`config.mk`:
```
export PLATFORM = sky130hd
export DESIGN_NAME = flash_id_cmd
export DESIGN_NICKNAME = d
export VERILOG_FILES = /design/src/common/flash_id_pkg.sv /design/src/hdl/pin_sync.sv /design/src/hdl/wake_timer.sv /design/src/hdl/flash_id_cmd.sv
export SDC_FILE = /design/constraint.sdc
export NUM_CORES = 1
export LEC_CHECK = 0
export BUFFER_PORTS_ARGS = -buffer_cell sky130_fd_sc_hd__buf_2
export CAP_MARGIN = 20
export CORE_MARGIN = 4
export CORE_UTILIZATION = 55
export DETAILED_ROUTE_END_ITERATION = 10
export PLACE_DENSITY = 0.73
export SYNTH_ARGS = -nofsm -noshare
export SYNTH_HDL_FRONTEND = slang
export SYNTH_SLANG_ARGS = --single-unit
export TNS_END_PERCENT = 50
```
`constraint.sdc`:
```
create_clock -name core_clk -period 4.6 [get_ports core_clk]
set_input_delay 0.92 -clock core_clk [delete_from_list [all_inputs] [get_ports core_clk]]
set_output_delay 0.92 -clock core_clk [all_outputs]
set_load 0.1 [all_outputs]
```
`src/common/flash_id_pkg.sv`:
```
// Shared constants and carrier types for the flash ID and mode command logic
package flash_id_pkg;

    // ****
    // Opcodes
    // ****
    localparam logic [7:0] OP_RELEASE    = 8'hab;
    localparam logic [7:0] OP_MFR_SINGLE = 8'h90;
    localparam logic [7:0] OP_MFR_DUAL   = 8'h92;
    localparam logic [7:0] OP_MFR_QUAD   = 8'h94;
    localparam logic [7:0] OP_STD_ID     = 8'h9f;
    localparam logic [7:0] OP_QUAD_ON    = 8'h38;
    localparam logic [7:0] OP_QUAD_OFF   = 8'hff;

    // ****
    // Frame layout counts, in bits taken from the host
    // ****
    localparam logic [5:0] OPCODE_BITS  = 6'h08;
    localparam logic [5:0] DUMMY3_BITS  = 6'h18; // Three dummy bytes
    localparam logic [5:0] ADDR_BITS    = 6'h18; // 24-bit address
    localparam logic [5:0] DUAL_BITS    = 6'h20; // Address plus mode byte
    localparam logic [5:0] QUAD_BITS    = 6'h30; // Address, mode, dummy
    localparam logic [23:0] ADDR_SWAP   = 24'h000001;

    // ****
    // Output pattern lengths and lane widths
    // ****
    localparam logic [4:0] PLEN_ONE   = 5'h08;
    localparam logic [4:0] PLEN_TWO   = 5'h10;
    localparam logic [4:0] PLEN_THREE = 5'h18;
    localparam logic [2:0] LANE_ONE   = 3'h1;
    localparam logic [2:0] LANE_TWO   = 3'h2;
    localparam logic [2:0] LANE_FOUR  = 3'h4;

    // ****
    // Reset values
    // ****
    localparam logic RST_QUAD_MODE = 1'b0; // Power-up in standard mode
    localparam logic RST_DPD       = 1'b0;

    // ****
    // Timing
    // ****
    localparam int CLK_PERIOD_NS   = 20;
    localparam int RELEASE_WAKE_NS = 3000; // Plain default figure
    // Least time, so round up to whole cycles
    localparam int RELEASE_WAKE_CYCLES =
        (RELEASE_WAKE_NS + CLK_PERIOD_NS - 1) / CLK_PERIOD_NS;

    // ****
    // Carrier types
    // ****
    typedef struct packed {
        logic       cs_n;
        logic       sck;
        logic [3:0] io;
    } pin_in_t;

    typedef struct packed {
        logic [3:0] io_out;
        logic [3:0] io_oe;
    } pin_out_t;

    typedef enum logic [2:0] {
        PH_IDLE,
        PH_OPCODE,
        PH_ADDR,
        PH_OUT,
        PH_SKIP
    } phase_t;

endpackage

```
`src/hdl/pin_sync.sv`:
```
// Two-flop synchroniser for a group of pin inputs
`timescale 1ns/1ps
`default_nettype none

module pin_sync #(
    parameter int WIDTH = 6
) (
    // Clock and reset
    input  wire logic             core_clk,
    input  wire logic             reset,
    // Asynchronous in, synchronised out
    input  wire logic [WIDTH-1:0] d,
    output logic      [WIDTH-1:0] q
);

    typedef struct packed {
        logic [WIDTH-1:0] stage1;
        logic [WIDTH-1:0] stage2;
    } sync_state_t;

    sync_state_t st_ff;
    sync_state_t nxt_st;

    // First stage feeds only the second stage
    always_comb begin
        nxt_st.stage1 = d;
        nxt_st.stage2 = st_ff.stage1;
    end

    // Reset to chip-select high so no frame is seen during reset
    always_ff @(posedge core_clk) begin
        if (reset) begin
            st_ff <= '1;
        end else begin
            st_ff <= nxt_st;
        end
    end

    assign q = st_ff.stage2;

endmodule // pin_sync

`default_nettype wire

```
`src/hdl/wake_timer.sv`:
```
// Counts out the wake time after a release from deep power-down
`timescale 1ns/1ps
`default_nettype none

module wake_timer #(
    parameter int CYCLES = 150
) (
    // Clock and reset
    input  wire logic core_clk,
    input  wire logic reset,
    // Start pulse in, done pulse out
    input  wire logic start,
    output logic      done
);

    localparam int CW = $clog2(CYCLES + 1);

    typedef struct packed {
        logic [CW-1:0] count;
        logic          run;
        logic          done;
    } timer_state_t;

    timer_state_t st_ff;
    timer_state_t nxt_st;

    // Load on start, pulse done when the count reaches one
    always_comb begin
        nxt_st      = st_ff;
        nxt_st.done = 1'b0;
        if (start) begin
            nxt_st.count = CW'(CYCLES);
            nxt_st.run   = 1'b1;
        end else if (st_ff.run) begin
            nxt_st.count = st_ff.count - 1'b1;
            if (st_ff.count == CW'(1)) begin
                nxt_st.run  = 1'b0;
                nxt_st.done = 1'b1;
            end
        end
    end

    always_ff @(posedge core_clk) begin
        if (reset) begin
            st_ff <= '0;
        end else begin
            st_ff <= nxt_st;
        end
    end

    assign done = st_ff.done;

endmodule // wake_timer

`default_nettype wire

```
`src/hdl/flash_id_cmd.sv`:
```
// Serial flash command logic for wake, identification and mode switching
`timescale 1ns/1ps
`default_nettype none

// Function
// - Release opcode wakes device after wake time
// - Legacy ID only in standard serial mode
// - Legacy ID after three dummy bytes, MSB first
// - Legacy ID repeats until select rises
// - Release opcode ignored while busy
// - Single-line maker/device ID after zero address
// - Address one swaps the two ID bytes
// - Maker/device ID bytes alternate until select rises
// - Dual-line form uses two lanes
// - Quad-line form uses four lanes
// - Standard ID gives maker, type, capacity bytes
// - Standard ID repeats until select rises
// - Only quad enable opcode enters quad mode
// - Quad enable ignored when enable bit clear
// - Power-up in standard serial mode
// - Entering quad mode keeps latch, suspend, wrap
// - Quad disable returns to standard, keeps state
// - Power-down accepts only the release opcode
module flash_id_cmd
    import flash_id_pkg::*;
#(
    parameter logic [7:0] MFR_ID      = 8'h5a, // Arbitrary value
    parameter logic [7:0] DEVICE_ID   = 8'h3c, // Arbitrary value
    parameter logic [7:0] MEM_TYPE_ID = 8'h42, // Arbitrary value
    parameter logic [7:0] CAPACITY_ID = 8'h18, // Arbitrary value
    parameter int         WAKE_CYCLES = flash_id_pkg::RELEASE_WAKE_CYCLES
) (
    // Clock and reset
    input  wire logic                   core_clk,
    input  wire logic                   reset,
    // Serial pins, split into input, output and enable
    input  wire flash_id_pkg::pin_in_t  pins_in,
    output flash_id_pkg::pin_out_t      pins_out,
    // Status from the rest of the device, same clock
    input  wire logic                   busy,
    input  wire logic                   quad_enable_bit,
    input  wire logic                   dpd_enter,
    // Mode flags
    output logic                        quad_command_mode,
    output logic                        deep_power_down
);
    import flash_id_pkg::*;

    // ****
    // State
    // ****
    typedef struct packed {
        phase_t     phase;
        logic [7:0] opcode;
        logic [5:0] count;
        logic [5:0] need;
        logic [23:0] addr;
        logic [2:0] lanes_in;
        logic [2:0] lanes_out;
        logic       mfr_cmd;
        logic [23:0] pat;
        logic [4:0] plen;
        logic       quad_mode;
        logic       dpd;
        logic       release_pend;
        logic       wake_go;
        logic       sck_q;
        pin_out_t   pins;
    } core_state_t;

    core_state_t st_ff;
    core_state_t nxt_st;
    pin_in_t     pins_s;
    logic        wake_done;
    logic        sck_rise;
    logic        sck_fall;
    logic [7:0]  op_next;
    logic [5:0]  cnt_next;
    logic [23:0] addr_next;

    // ****
    // Pin synchroniser and wake timer
    // ****
    pin_sync #(
        .WIDTH ($bits(pin_in_t))
    ) u_sync (
        .core_clk (core_clk),
        .reset    (reset),
        .d        (pins_in),
        .q        (pins_s)
    );

    wake_timer #(
        .CYCLES (WAKE_CYCLES)
    ) u_wake (
        .core_clk (core_clk),
        .reset    (reset),
        .start    (st_ff.wake_go),
        .done     (wake_done)
    );

    // ****
    // Helpers
    // ****

    // Rotate the pattern left by n bits in its active length,
    // so a read keeps cycling through its bytes for as long as the
    // host keeps clocking
    function automatic logic [23:0] rot_pat(input logic [23:0] p,
                                            input logic [4:0]  len,
                                            input logic [2:0]  n);
        logic [23:0] r;
        r = p;
        for (int i = 0; i < 4; i++) begin
            if (3'(i) < n) begin
                if (len == PLEN_ONE) begin
                    r = {r[22:16], r[23], 16'h0000};
                end else if (len == PLEN_TWO) begin
                    r = {r[22:8], r[23], 8'h00};
                end else begin
                    r = {r[22:0], r[23]};
                end
            end
        end
        return r;
    endfunction

    // Shift host bits in, MSB first, on the lanes in use
    function automatic logic [23:0] shift_in(input logic [23:0] v,
                                             input logic [3:0]  io,
                                             input logic [2:0]  n);
        logic [23:0] r;
        r = v;
        if (n == LANE_FOUR) begin
            r = {v[19:0], io[3:0]};
        end else if (n == LANE_TWO) begin
            r = {v[21:0], io[1:0]};
        end else begin
            r = {v[22:0], io[0]};
        end
        return r;
    endfunction

    // Edges of the synchronised serial clock, sampled in core_clk
    assign sck_rise = pins_s.sck & ~st_ff.sck_q;
    assign sck_fall = ~pins_s.sck & st_ff.sck_q;

    // Opcode and address shifters; the opcode arrives on four lanes
    // in quad command mode, one lane otherwise
    always_comb begin
        op_next   = 8'h00;
        cnt_next  = st_ff.count;
        addr_next = st_ff.addr;
        if (st_ff.phase == PH_OPCODE) begin
            if (st_ff.quad_mode) begin
                op_next  = {st_ff.opcode[3:0], pins_s.io[3:0]};
                cnt_next = st_ff.count + 6'(LANE_FOUR);
            end else begin
                op_next  = {st_ff.opcode[6:0], pins_s.io[0]};
                cnt_next = st_ff.count + 6'(LANE_ONE);
            end
        end else begin
            cnt_next = st_ff.count + 6'(st_ff.lanes_in);
            if (st_ff.count < ADDR_BITS) begin
                addr_next = shift_in(st_ff.addr, pins_s.io,
                                     st_ff.lanes_in);
            end
        end
    end

    // ****
    // Command sequencing
    // ****

    // One frame per chip-select low period. Host bits are taken on
    // rising serial clock edges, ID bits leave on falling edges. The
    // write enable latch, suspend state and wrap length live outside
    // this block and are never touched by a mode change.
    always_comb begin
        nxt_st         = st_ff;
        nxt_st.sck_q   = pins_s.sck;
        nxt_st.wake_go = 1'b0;

        // Wake time over: normal operation resumes
        if (wake_done) begin
            nxt_st.dpd = 1'b0;
        end
        // Entry is decoded elsewhere; it lands here as a pulse
        if (dpd_enter) begin
            nxt_st.dpd = 1'b1;
        end

        if (pins_s.cs_n) begin
            // Select high ends the command, frees lines
            nxt_st.phase       = PH_IDLE;
            nxt_st.pins.io_oe  = 4'h0;
            nxt_st.pins.io_out = 4'h0;
            if (st_ff.release_pend) begin
                // Wake starts at select rise; the host must leave
                // select high until it is over
                nxt_st.release_pend = 1'b0;
                nxt_st.wake_go      = 1'b1;
            end
        end else begin
            unique case (st_ff.phase)
                PH_IDLE: begin
                    nxt_st.phase  = PH_OPCODE;
                    nxt_st.count  = 6'h00;
                    nxt_st.opcode = 8'h00;
                end

                PH_OPCODE: begin
                    if (sck_rise) begin
                        nxt_st.opcode = op_next;
                        nxt_st.count  = cnt_next;
                        if (cnt_next == OPCODE_BITS) begin
                            nxt_st.count = 6'h00;
                            nxt_st.addr  = 24'h000000;
                            nxt_st.phase = PH_SKIP;
                            // Flags checked before any action
                            if (st_ff.dpd) begin
                                // Only release, and not while busy
                                if (op_next == OP_RELEASE && !busy) begin
                                    nxt_st.release_pend = 1'b1;
                                end
                            end else begin
                                unique case (op_next)
                                    OP_RELEASE: begin
                                        // Busy or quad mode: no ID
                                        if (!busy && !st_ff.quad_mode) begin
                                            nxt_st.phase     = PH_ADDR;
                                            nxt_st.need      = DUMMY3_BITS;
                                            nxt_st.lanes_in  = LANE_ONE;
                                            nxt_st.lanes_out = LANE_ONE;
                                            nxt_st.mfr_cmd   = 1'b0;
                                            // Same byte each time
                                            nxt_st.pat  = {DEVICE_ID, 16'h0000};
                                            nxt_st.plen = PLEN_ONE;
                                        end
                                    end
                                    OP_MFR_SINGLE: begin
                                        nxt_st.phase   = PH_ADDR;
                                        nxt_st.mfr_cmd = 1'b1;
                                        if (st_ff.quad_mode) begin
                                            nxt_st.need      = ADDR_BITS;
                                            nxt_st.lanes_in  = LANE_FOUR;
                                            nxt_st.lanes_out = LANE_FOUR;
                                        end else begin
                                            nxt_st.need      = ADDR_BITS;
                                            nxt_st.lanes_in  = LANE_ONE;
                                            nxt_st.lanes_out = LANE_ONE;
                                        end
                                    end
                                    OP_MFR_DUAL: begin
                                        if (!st_ff.quad_mode) begin
                                            // Address and mode byte on
                                            // two lanes
                                            nxt_st.phase     = PH_ADDR;
                                            nxt_st.mfr_cmd   = 1'b1;
                                            nxt_st.need      = DUAL_BITS;
                                            nxt_st.lanes_in  = LANE_TWO;
                                            nxt_st.lanes_out = LANE_TWO;
                                        end
                                    end
                                    OP_MFR_QUAD: begin
                                        if (!st_ff.quad_mode) begin
                                            // Address, mode and dummy on
                                            // four lanes
                                            nxt_st.phase     = PH_ADDR;
                                            nxt_st.mfr_cmd   = 1'b1;
                                            nxt_st.need      = QUAD_BITS;
                                            nxt_st.lanes_in  = LANE_FOUR;
                                            nxt_st.lanes_out = LANE_FOUR;
                                        end
                                    end
                                    OP_STD_ID: begin
                                        // Maker, type, capacity
                                        nxt_st.phase = PH_OUT;
                                        nxt_st.pat   = {MFR_ID, MEM_TYPE_ID,
                                                        CAPACITY_ID};
                                        nxt_st.plen  = PLEN_THREE;
                                        nxt_st.lanes_out = st_ff.quad_mode ?
                                                           LANE_FOUR : LANE_ONE;
                                    end
                                    OP_QUAD_ON: begin
                                        // Needs the enable bit
                                        if (!st_ff.quad_mode && quad_enable_bit) begin
                                            nxt_st.quad_mode = 1'b1;
                                        end
                                    end
                                    OP_QUAD_OFF: begin
                                        if (st_ff.quad_mode) begin
                                            nxt_st.quad_mode = 1'b0;
                                        end
                                    end
                                    default: begin
                                        // Left to other decoders
                                        nxt_st.phase = PH_SKIP;
                                    end
                                endcase
                            end
                        end
                    end
                end

                PH_ADDR: begin
                    if (sck_rise) begin
                        nxt_st.addr  = addr_next;
                        nxt_st.count = cnt_next;
                        if (cnt_next >= st_ff.need) begin
                            nxt_st.phase = PH_OUT;
                            if (st_ff.mfr_cmd) begin
                                // Address one puts the device byte
                                // first
                                if (addr_next == ADDR_SWAP) begin
                                    nxt_st.pat = {DEVICE_ID, MFR_ID, 8'h00};
                                end else begin
                                    nxt_st.pat = {MFR_ID, DEVICE_ID, 8'h00};
                                end
                                nxt_st.plen = PLEN_TWO;
                            end
                        end
                    end
                end

                PH_OUT: begin
                    // Drive the top bits, then rotate so the pattern
                    // repeats without end
                    if (sck_fall) begin
                        nxt_st.pat = rot_pat(st_ff.pat, st_ff.plen,
                                             st_ff.lanes_out);
                        if (st_ff.lanes_out == LANE_FOUR) begin
                            nxt_st.pins.io_out = st_ff.pat[23:20];
                            nxt_st.pins.io_oe  = 4'hf;
                        end else if (st_ff.lanes_out == LANE_TWO) begin
                            nxt_st.pins.io_out = {2'b00, st_ff.pat[23:22]};
                            nxt_st.pins.io_oe  = 4'h3;
                        end else begin
                            nxt_st.pins.io_out = {2'b00, st_ff.pat[23],
                                                  1'b0};
                            nxt_st.pins.io_oe  = 4'h2;
                        end
                    end
                end

                PH_SKIP: begin
                    // Ignored frame: wait for select to rise
                    nxt_st.phase = PH_SKIP;
                end

                default: begin
                    nxt_st.phase = PH_SKIP;
                end
            endcase
        end
    end

    // ****
    // Registers
    // ****

    // Reset leaves standard serial mode and lines released
    always_ff @(posedge core_clk) begin
        if (reset) begin
            st_ff           <= '0;
            st_ff.phase     <= PH_IDLE;
            st_ff.quad_mode <= RST_QUAD_MODE;
            st_ff.dpd       <= RST_DPD;
            st_ff.sck_q     <= 1'b1;
            st_ff.lanes_in  <= LANE_ONE;
            st_ff.lanes_out <= LANE_ONE;
        end else begin
            st_ff <= nxt_st;
        end
    end

    // Outputs straight from the state register
    assign pins_out          = st_ff.pins;
    assign quad_command_mode = st_ff.quad_mode;
    assign deep_power_down   = st_ff.dpd;

endmodule // flash_id_cmd

`default_nettype wire

```
After elaboration in Yosys (flattened, before gate mapping)
Index checks and enable logic that the tools add are counted.
- multipliers: 0
- magnitude comparators: 6
- eq/ne operators: 32
- bitwise gates (word level): 8
- div/mod/pow operators: 0
- shift operators: 0
- add/sub/neg operators: 4
- reduce and logical (&&, ||, !) cells: 36
- mux-type cells: 73
- operator list (operator ; number):
    $mux 24 ; 10
    $mux 29 ; 3
    $mux 84 ; 1
    $mux 73 ; 1
    $pmux 24 s3 ; 1
    $mux 17 ; 4
    $pmux 29 s2 ; 1
    $eq 8x8->1 const B ; 6
    $mux 6 ; 8
    $pmux 24 s2 ; 1
    $mux 9 ; 5
    $mux 37 ; 1
    $mux 36 ; 1
    $pmux 3 s4 ; 3
    $eq 24x1->1 const B ; 1
    $mux 8 ; 3
    $pmux 6 s4 ; 1
    $mux 23 ; 1
    $mux 3 ; 7
    $reduce_bool 2->1 ; 10
    $ne 2x2->1 const B ; 9
    $pmux 6 s3 ; 1
    $reduce_and 9->1 ; 2
    $pmux 3 s5 ; 1
    45 further kinds ; 77
- logic and storage cells: 182
- ROM bits: 0
- latch bits: 0
- output and inout port bits: 10
- memory bits (writable): 0
- bits of input ports: 11
- bits in registers: 117
- memories kept: 0

Depth between registers and ports, before layout
- depth in word-level cells: 15
- gate-level depth with buffers: 18
- mapped depth without buffers: 15

By module
From an unflattened synthesis, not the netlist that was laid out.
- cells, all modules: 898
- area, all modules: 6984.2 sq um
- by module, submodules not included (module ; area an instance (sq um) ; instances ; cells each):
    flash_id_cmd ; 6229.7 ; 1 ; 827
    wake_timer ; 434.2 ; 1 ; 46
    pin_sync ; 320.3 ; 1 ; 25

Worst setup path after synthesis
OpenSTA, ideal clock, no wires.
- path type: reg-to-reg
- start point: register st_ff, in the netlist quad_command_mode
- end point: register st_ff[29] in the netlist's numbering
- setup slack: 0.895 ns
- arrival time: 3.577 ns
- required time: 4.472 ns
- cell stages (with the launch flop): 16
- clock period less this slack: 3.705 ns
- cells stage by stage: dfxtp_1 > clkbuf_1 > buf_1 > nand3_1 > o311ai_2 > inv_1 > ha_1 > inv_1 > a2111oi_0 > nor3_1 > a211o_1 > a21oi_1 > buf_4 > buf_6 > mux2i_1 > nor2_1
- longest elaborated chain between the ends: 8
- RTL lines (item ; line ; source):
    start: declaration ; flash_id_cmd.sv:71 ; core_state_t st_ff;
    start signal: assignment ; flash_id_cmd.sv:373 ; st_ff <= nxt_st;
    $mux 8 ; flash_id_cmd.sv:155 ; if (st_ff.quad_mode) begin
    $mux 8 ; flash_id_cmd.sv:154 ; if (st_ff.phase == PH_OPCODE) begin
    $eq 8x8->1 ; flash_id_cmd.sv:227 ; unique case (op_next)
    $pmux 29 s2 ; flash_id_cmd.sv:227 ;
    $mux 37 ; flash_id_cmd.sv:221 ; if (st_ff.dpd) begin
    $mux 73 ; flash_id_cmd.sv:216 ; if (cnt_next == OPCODE_BITS) begin
    $mux 84 ; flash_id_cmd.sv:213 ; if (sck_rise) begin
    $pmux 24 s3 ; flash_id_cmd.sv:205 ; unique case (st_ff.phase)
Parallel ways exist; a longest one is shown, timed or not. The select of a mux whose other input is x is not followed.
A chain may end at the register's enable or synchronous reset.

Worst setup path in the final report
- start point: register st_ff[93] in the netlist's numbering
- end point: register st_ff[27] in the netlist's numbering
- longest elaborated chain between the ends: 8
- RTL lines (item ; line):
    $eq 3x1->1 ; flash_id_cmd.sv:154, flash_id_cmd.sv:205
    $mux 24 / $mux 8 (equally long branches) ; flash_id_cmd.sv:154
    $eq 24x1->1 / $eq 8x8->1 (equally long branches) ; flash_id_cmd.sv:315, flash_id_cmd.sv:227
    $mux 23 / $pmux 29 s2 (equally long branches) ; flash_id_cmd.sv:315, flash_id_cmd.sv:227
    $mux 29 / $mux 37 (equally long branches) ; flash_id_cmd.sv:312, flash_id_cmd.sv:221
    $mux 29 / $mux 73 (equally long branches) ; flash_id_cmd.sv:310, flash_id_cmd.sv:216
    $mux 29 / $mux 84 (equally long branches) ; flash_id_cmd.sv:307, flash_id_cmd.sv:213
    $pmux 24 s3 ; flash_id_cmd.sv:205
Parallel ways exist; a longest one is shown, timed or not. The select of a mux whose other input is x is not followed.

==> metrics.cfg <==
[status]
run_status=complete, no violations

[placement]
gp_congestion=0.895
place_ws_ns=0.672
numPortBuffers=20
dp_hpwl_um=14200
place_inst=1105

[setup_path]
cp_max_fo=29
rrSetupSlack_ns=0.61
reg2reg_depth=14
cp.arrival_ns=4.20
critPathLaunch=st_ff[93]
required_ns=4.81
timing.rr.end=st_ff[27]
rr_startpoint=st_ff[93]
start_kind=register
end_kind=register
critPathKind=reg2reg
cp_cell_sequence=or3b_1 -> nand3_1 -> a2bb2oi_2 -> xor2_2 -> inv_1 -> ha_1 -> o21ai_0 -> a2111oi_0 -> nor3_1 -> a211o_1 -> a21oi_2 -> buf_4 -> nor2b_1 -> a311oi_2
critical_path.top_delay_family=compound AO/OA/AOI/OAI gates
path_depth=14
worst-path-buf-inv=2
critPathCapture=st_ff[27]
crit_slowest_cell=dfxtp_1
crit_path_max_incr_delay_ns=0.52

[yosys]
yosys_warnings=0
synth_edf_count=0
ys_ff_latch=110
synthArstFlopShare_pct=0
syn-cell-area_um2=7550
syn_inst=982
synth_top_area_share_pct=29.2
ys.flop_type=dfxtp_1
synth_seq_area_share_pct=29.2
postSynthAreaPerCell_um2=7.69
synth_area_leader_cell=dfxtp_1
netlist_top_cells_area=dfxtp_1 29%, a21oi_1 5.5%, nor2_1 5.4%
synthesis.nets=1004
netlist-cell-type-count=87

[finish]
antenna_cells=0
drive_gt1_share_pct=12.7
final_nets=963
final_cells=1121
layout.cells.most_common=dfxtp_1
final_cell_mix=109 x dfxtp_1, 108 x nor2_1, 82 x a21oi_1
syn_to_final_growth_pct=4.79
fill_cells=1255

[hold_path]
holdCritPathClass=reg2reg

[floorplan]
ioPinCount=21
fp.dieH_um=125
die-area_um2=15700
start_util_pct=56.6
die_x_um=125
core_area_um2=13300
num_rows=42

[route]
wl_per_cell_um=18.7
routed-via-count=7411
wirelength_um=21000
drt_iter0_markers=885
drtPass1Iterations=7
post-route-drc-count=0
viasPerCell=6.61
final_antenna_net_count=0

[clock_network]
postCtsResizedCells=0
cts_made_buffers=9
cts_setup_buffers=0
cts_buffer_depth=2
clock-sinks=110
cts-root-buf=clkbuf_16
cts_tree=done
path_clk_slew_ns=0.07
cts-htree-levels=3
clkLatencyLatePin_ns=0.36
holdBufCountCts=0

[global_route]
grt_usage_pct=26.0
grt_pass1_wl_um=34300
grt_pass1_vias=6685
grt_max_degree=47
overflow=0
grt_antenna_before_repair=0

[timing]
maxSlewViolCount=0
relSlewSlack_pct=31.2
skew_ns=0.00730
worstMarginPinSlew_ns=1.03
fin_crit_ns=3.99
hold_violations=0
rsz0062_at_grt=no
period_share_pct=86.8
setup_ws_ns=0.606
fmax_mhz=250
finalSetupViolations=0
tns_ns=0

[pwr]
comb_power_share_pct=3.0
seq_power_share_pct=51.5
intPower_uw=1450
p_switching_uw=427
power_frac_clock_pct=45.5
powerDensity_nw_per_um2=238
power_leakage_uw=0.00283
peakVddDrop_mv=0.193
switching_share_pct=22.7

[flow_run]
drv_cap=0

## power groups by stage
stage	combinational, uW	clock [uW]	sequential, uW
after global placement	55.3	0	990
after CTS	56.1	871	967
after detailed placement	55.8	0	990
after floorplan	38.3	0	988
final	56.4	856	968
after global routing	61.2	915	969
## flip-flops by register name, summed over array words and instances, names as in the netlist
signal	flops
u_wake.st_ff	9
u_wake.done	1
u_sync.nxt_st	6
u_sync.q	6
pins_out	7
st_ff	79
quad_command_mode	1
deep_power_down	1
## per-stage QoR
step / power [uW] / hold slack, ns / util (%) / instance area (um^2)
6_report: 1880 / 0.409 / 59.3 / 7910
5_1_grt: 1940 / 0.425 / 59.3 / 7910
4_1_cts: 1890 / 0.410 / 59.2 / 7900
3_5_place_dp: 1050 / 0.392 / 56.8 / 7590
3_3_place_gp: 1050 / 0.392 / 56.8 / 7590
2_1_floorplan: 1030 / 0.389 / - / 7550
## layout make-up
cell class / count / area (um^2) / area share [%]
multi-input cells: 759 / 4850 / 61.3
flip-flops and latches: 110 / 2200 / 27.9
repair buffers: 38 / 235 / 2.97
clock buffers: 9 / 225 / 2.85
well taps: 176 / 220 / 2.78
clock inverters: 6 / 92.6 / 1.17
inverters: 23 / 86.3 / 1.09
## cells by family (layout without fill, tap and decap cells)
family	Yosys count	count (layout)	share of synthesized area [%]
and+or+nand+nor	373	373	25.9
DFF	110	110	29.2
xor gates and xnor gates	15	15	1.84
muxes	38	38	5.39
buffers and inverters	113	76	6.73
AOI/OAI and AO/OA	322	322	29.1
adders and majority gates	11	11	1.92
## routing by layer
| metal | track usage (%) | share of wire (%) |
|---|---|---|
| met5 | 0 | 0 |
| met2 | 39.6 | 44 |
| met1 | 37.3 | 45 |
| met3 | 4.52 | 8.4 |
| met4 | 9.12 | 2.4 |
## cells in the mapped netlist, types with 5 or more instances
| cell | count |
|---|---|
| a211o_1 | 5 |
| a211oi_1 | 15 |
| a21oi_1 | 83 |
| a221oi_1 | 5 |
| a22o_1 | 5 |
| a22oi_1 | 39 |
| a31o_2 | 6 |
| a31oi_1 | 9 |
| and3_1 | 5 |
| and4_1 | 5 |
| buf_1 | 5 |
| buf_2 | 19 |
| buf_4 | 10 |
| clkbuf_1 | 53 |
| dfxtp_1 | 110 |
| ha_1 | 10 |
| inv_1 | 23 |
| mux2_2 | 11 |
| mux2i_1 | 26 |
| nand2_1 | 74 |
| nand2b_1 | 25 |
| nand3_1 | 20 |
| nand3b_1 | 8 |
| nand4_1 | 8 |
| nor2_1 | 108 |
| nor2b_1 | 9 |
| nor3_1 | 26 |
| nor3b_1 | 8 |
| nor4_1 | 9 |
| o211ai_1 | 10 |
| o21ai_0 | 62 |
| o22ai_1 | 11 |
| o311ai_0 | 11 |
| o31ai_1 | 5 |
| or2_2 | 21 |
| or3_1 | 18 |
| xnor2_1 | 12 |
## worst min-delay path by stage
stage / from / to / cells after the start
finish: u_sync.nxt_st[2] / u_sync.q[2] / 1
global route: u_sync.nxt_st[3] / u_sync.q[3] / 1
CTS: u_sync.nxt_st[2] / u_sync.q[2] / 1
detailed placement: u_sync.nxt_st[2] / u_sync.q[2] / 1
global placement: u_sync.nxt_st[2] / u_sync.q[2] / 1
floorplan: u_sync.nxt_st[0] / u_sync.q[0] / 1
No activity file was read; power rests on OpenSTA's default activity.
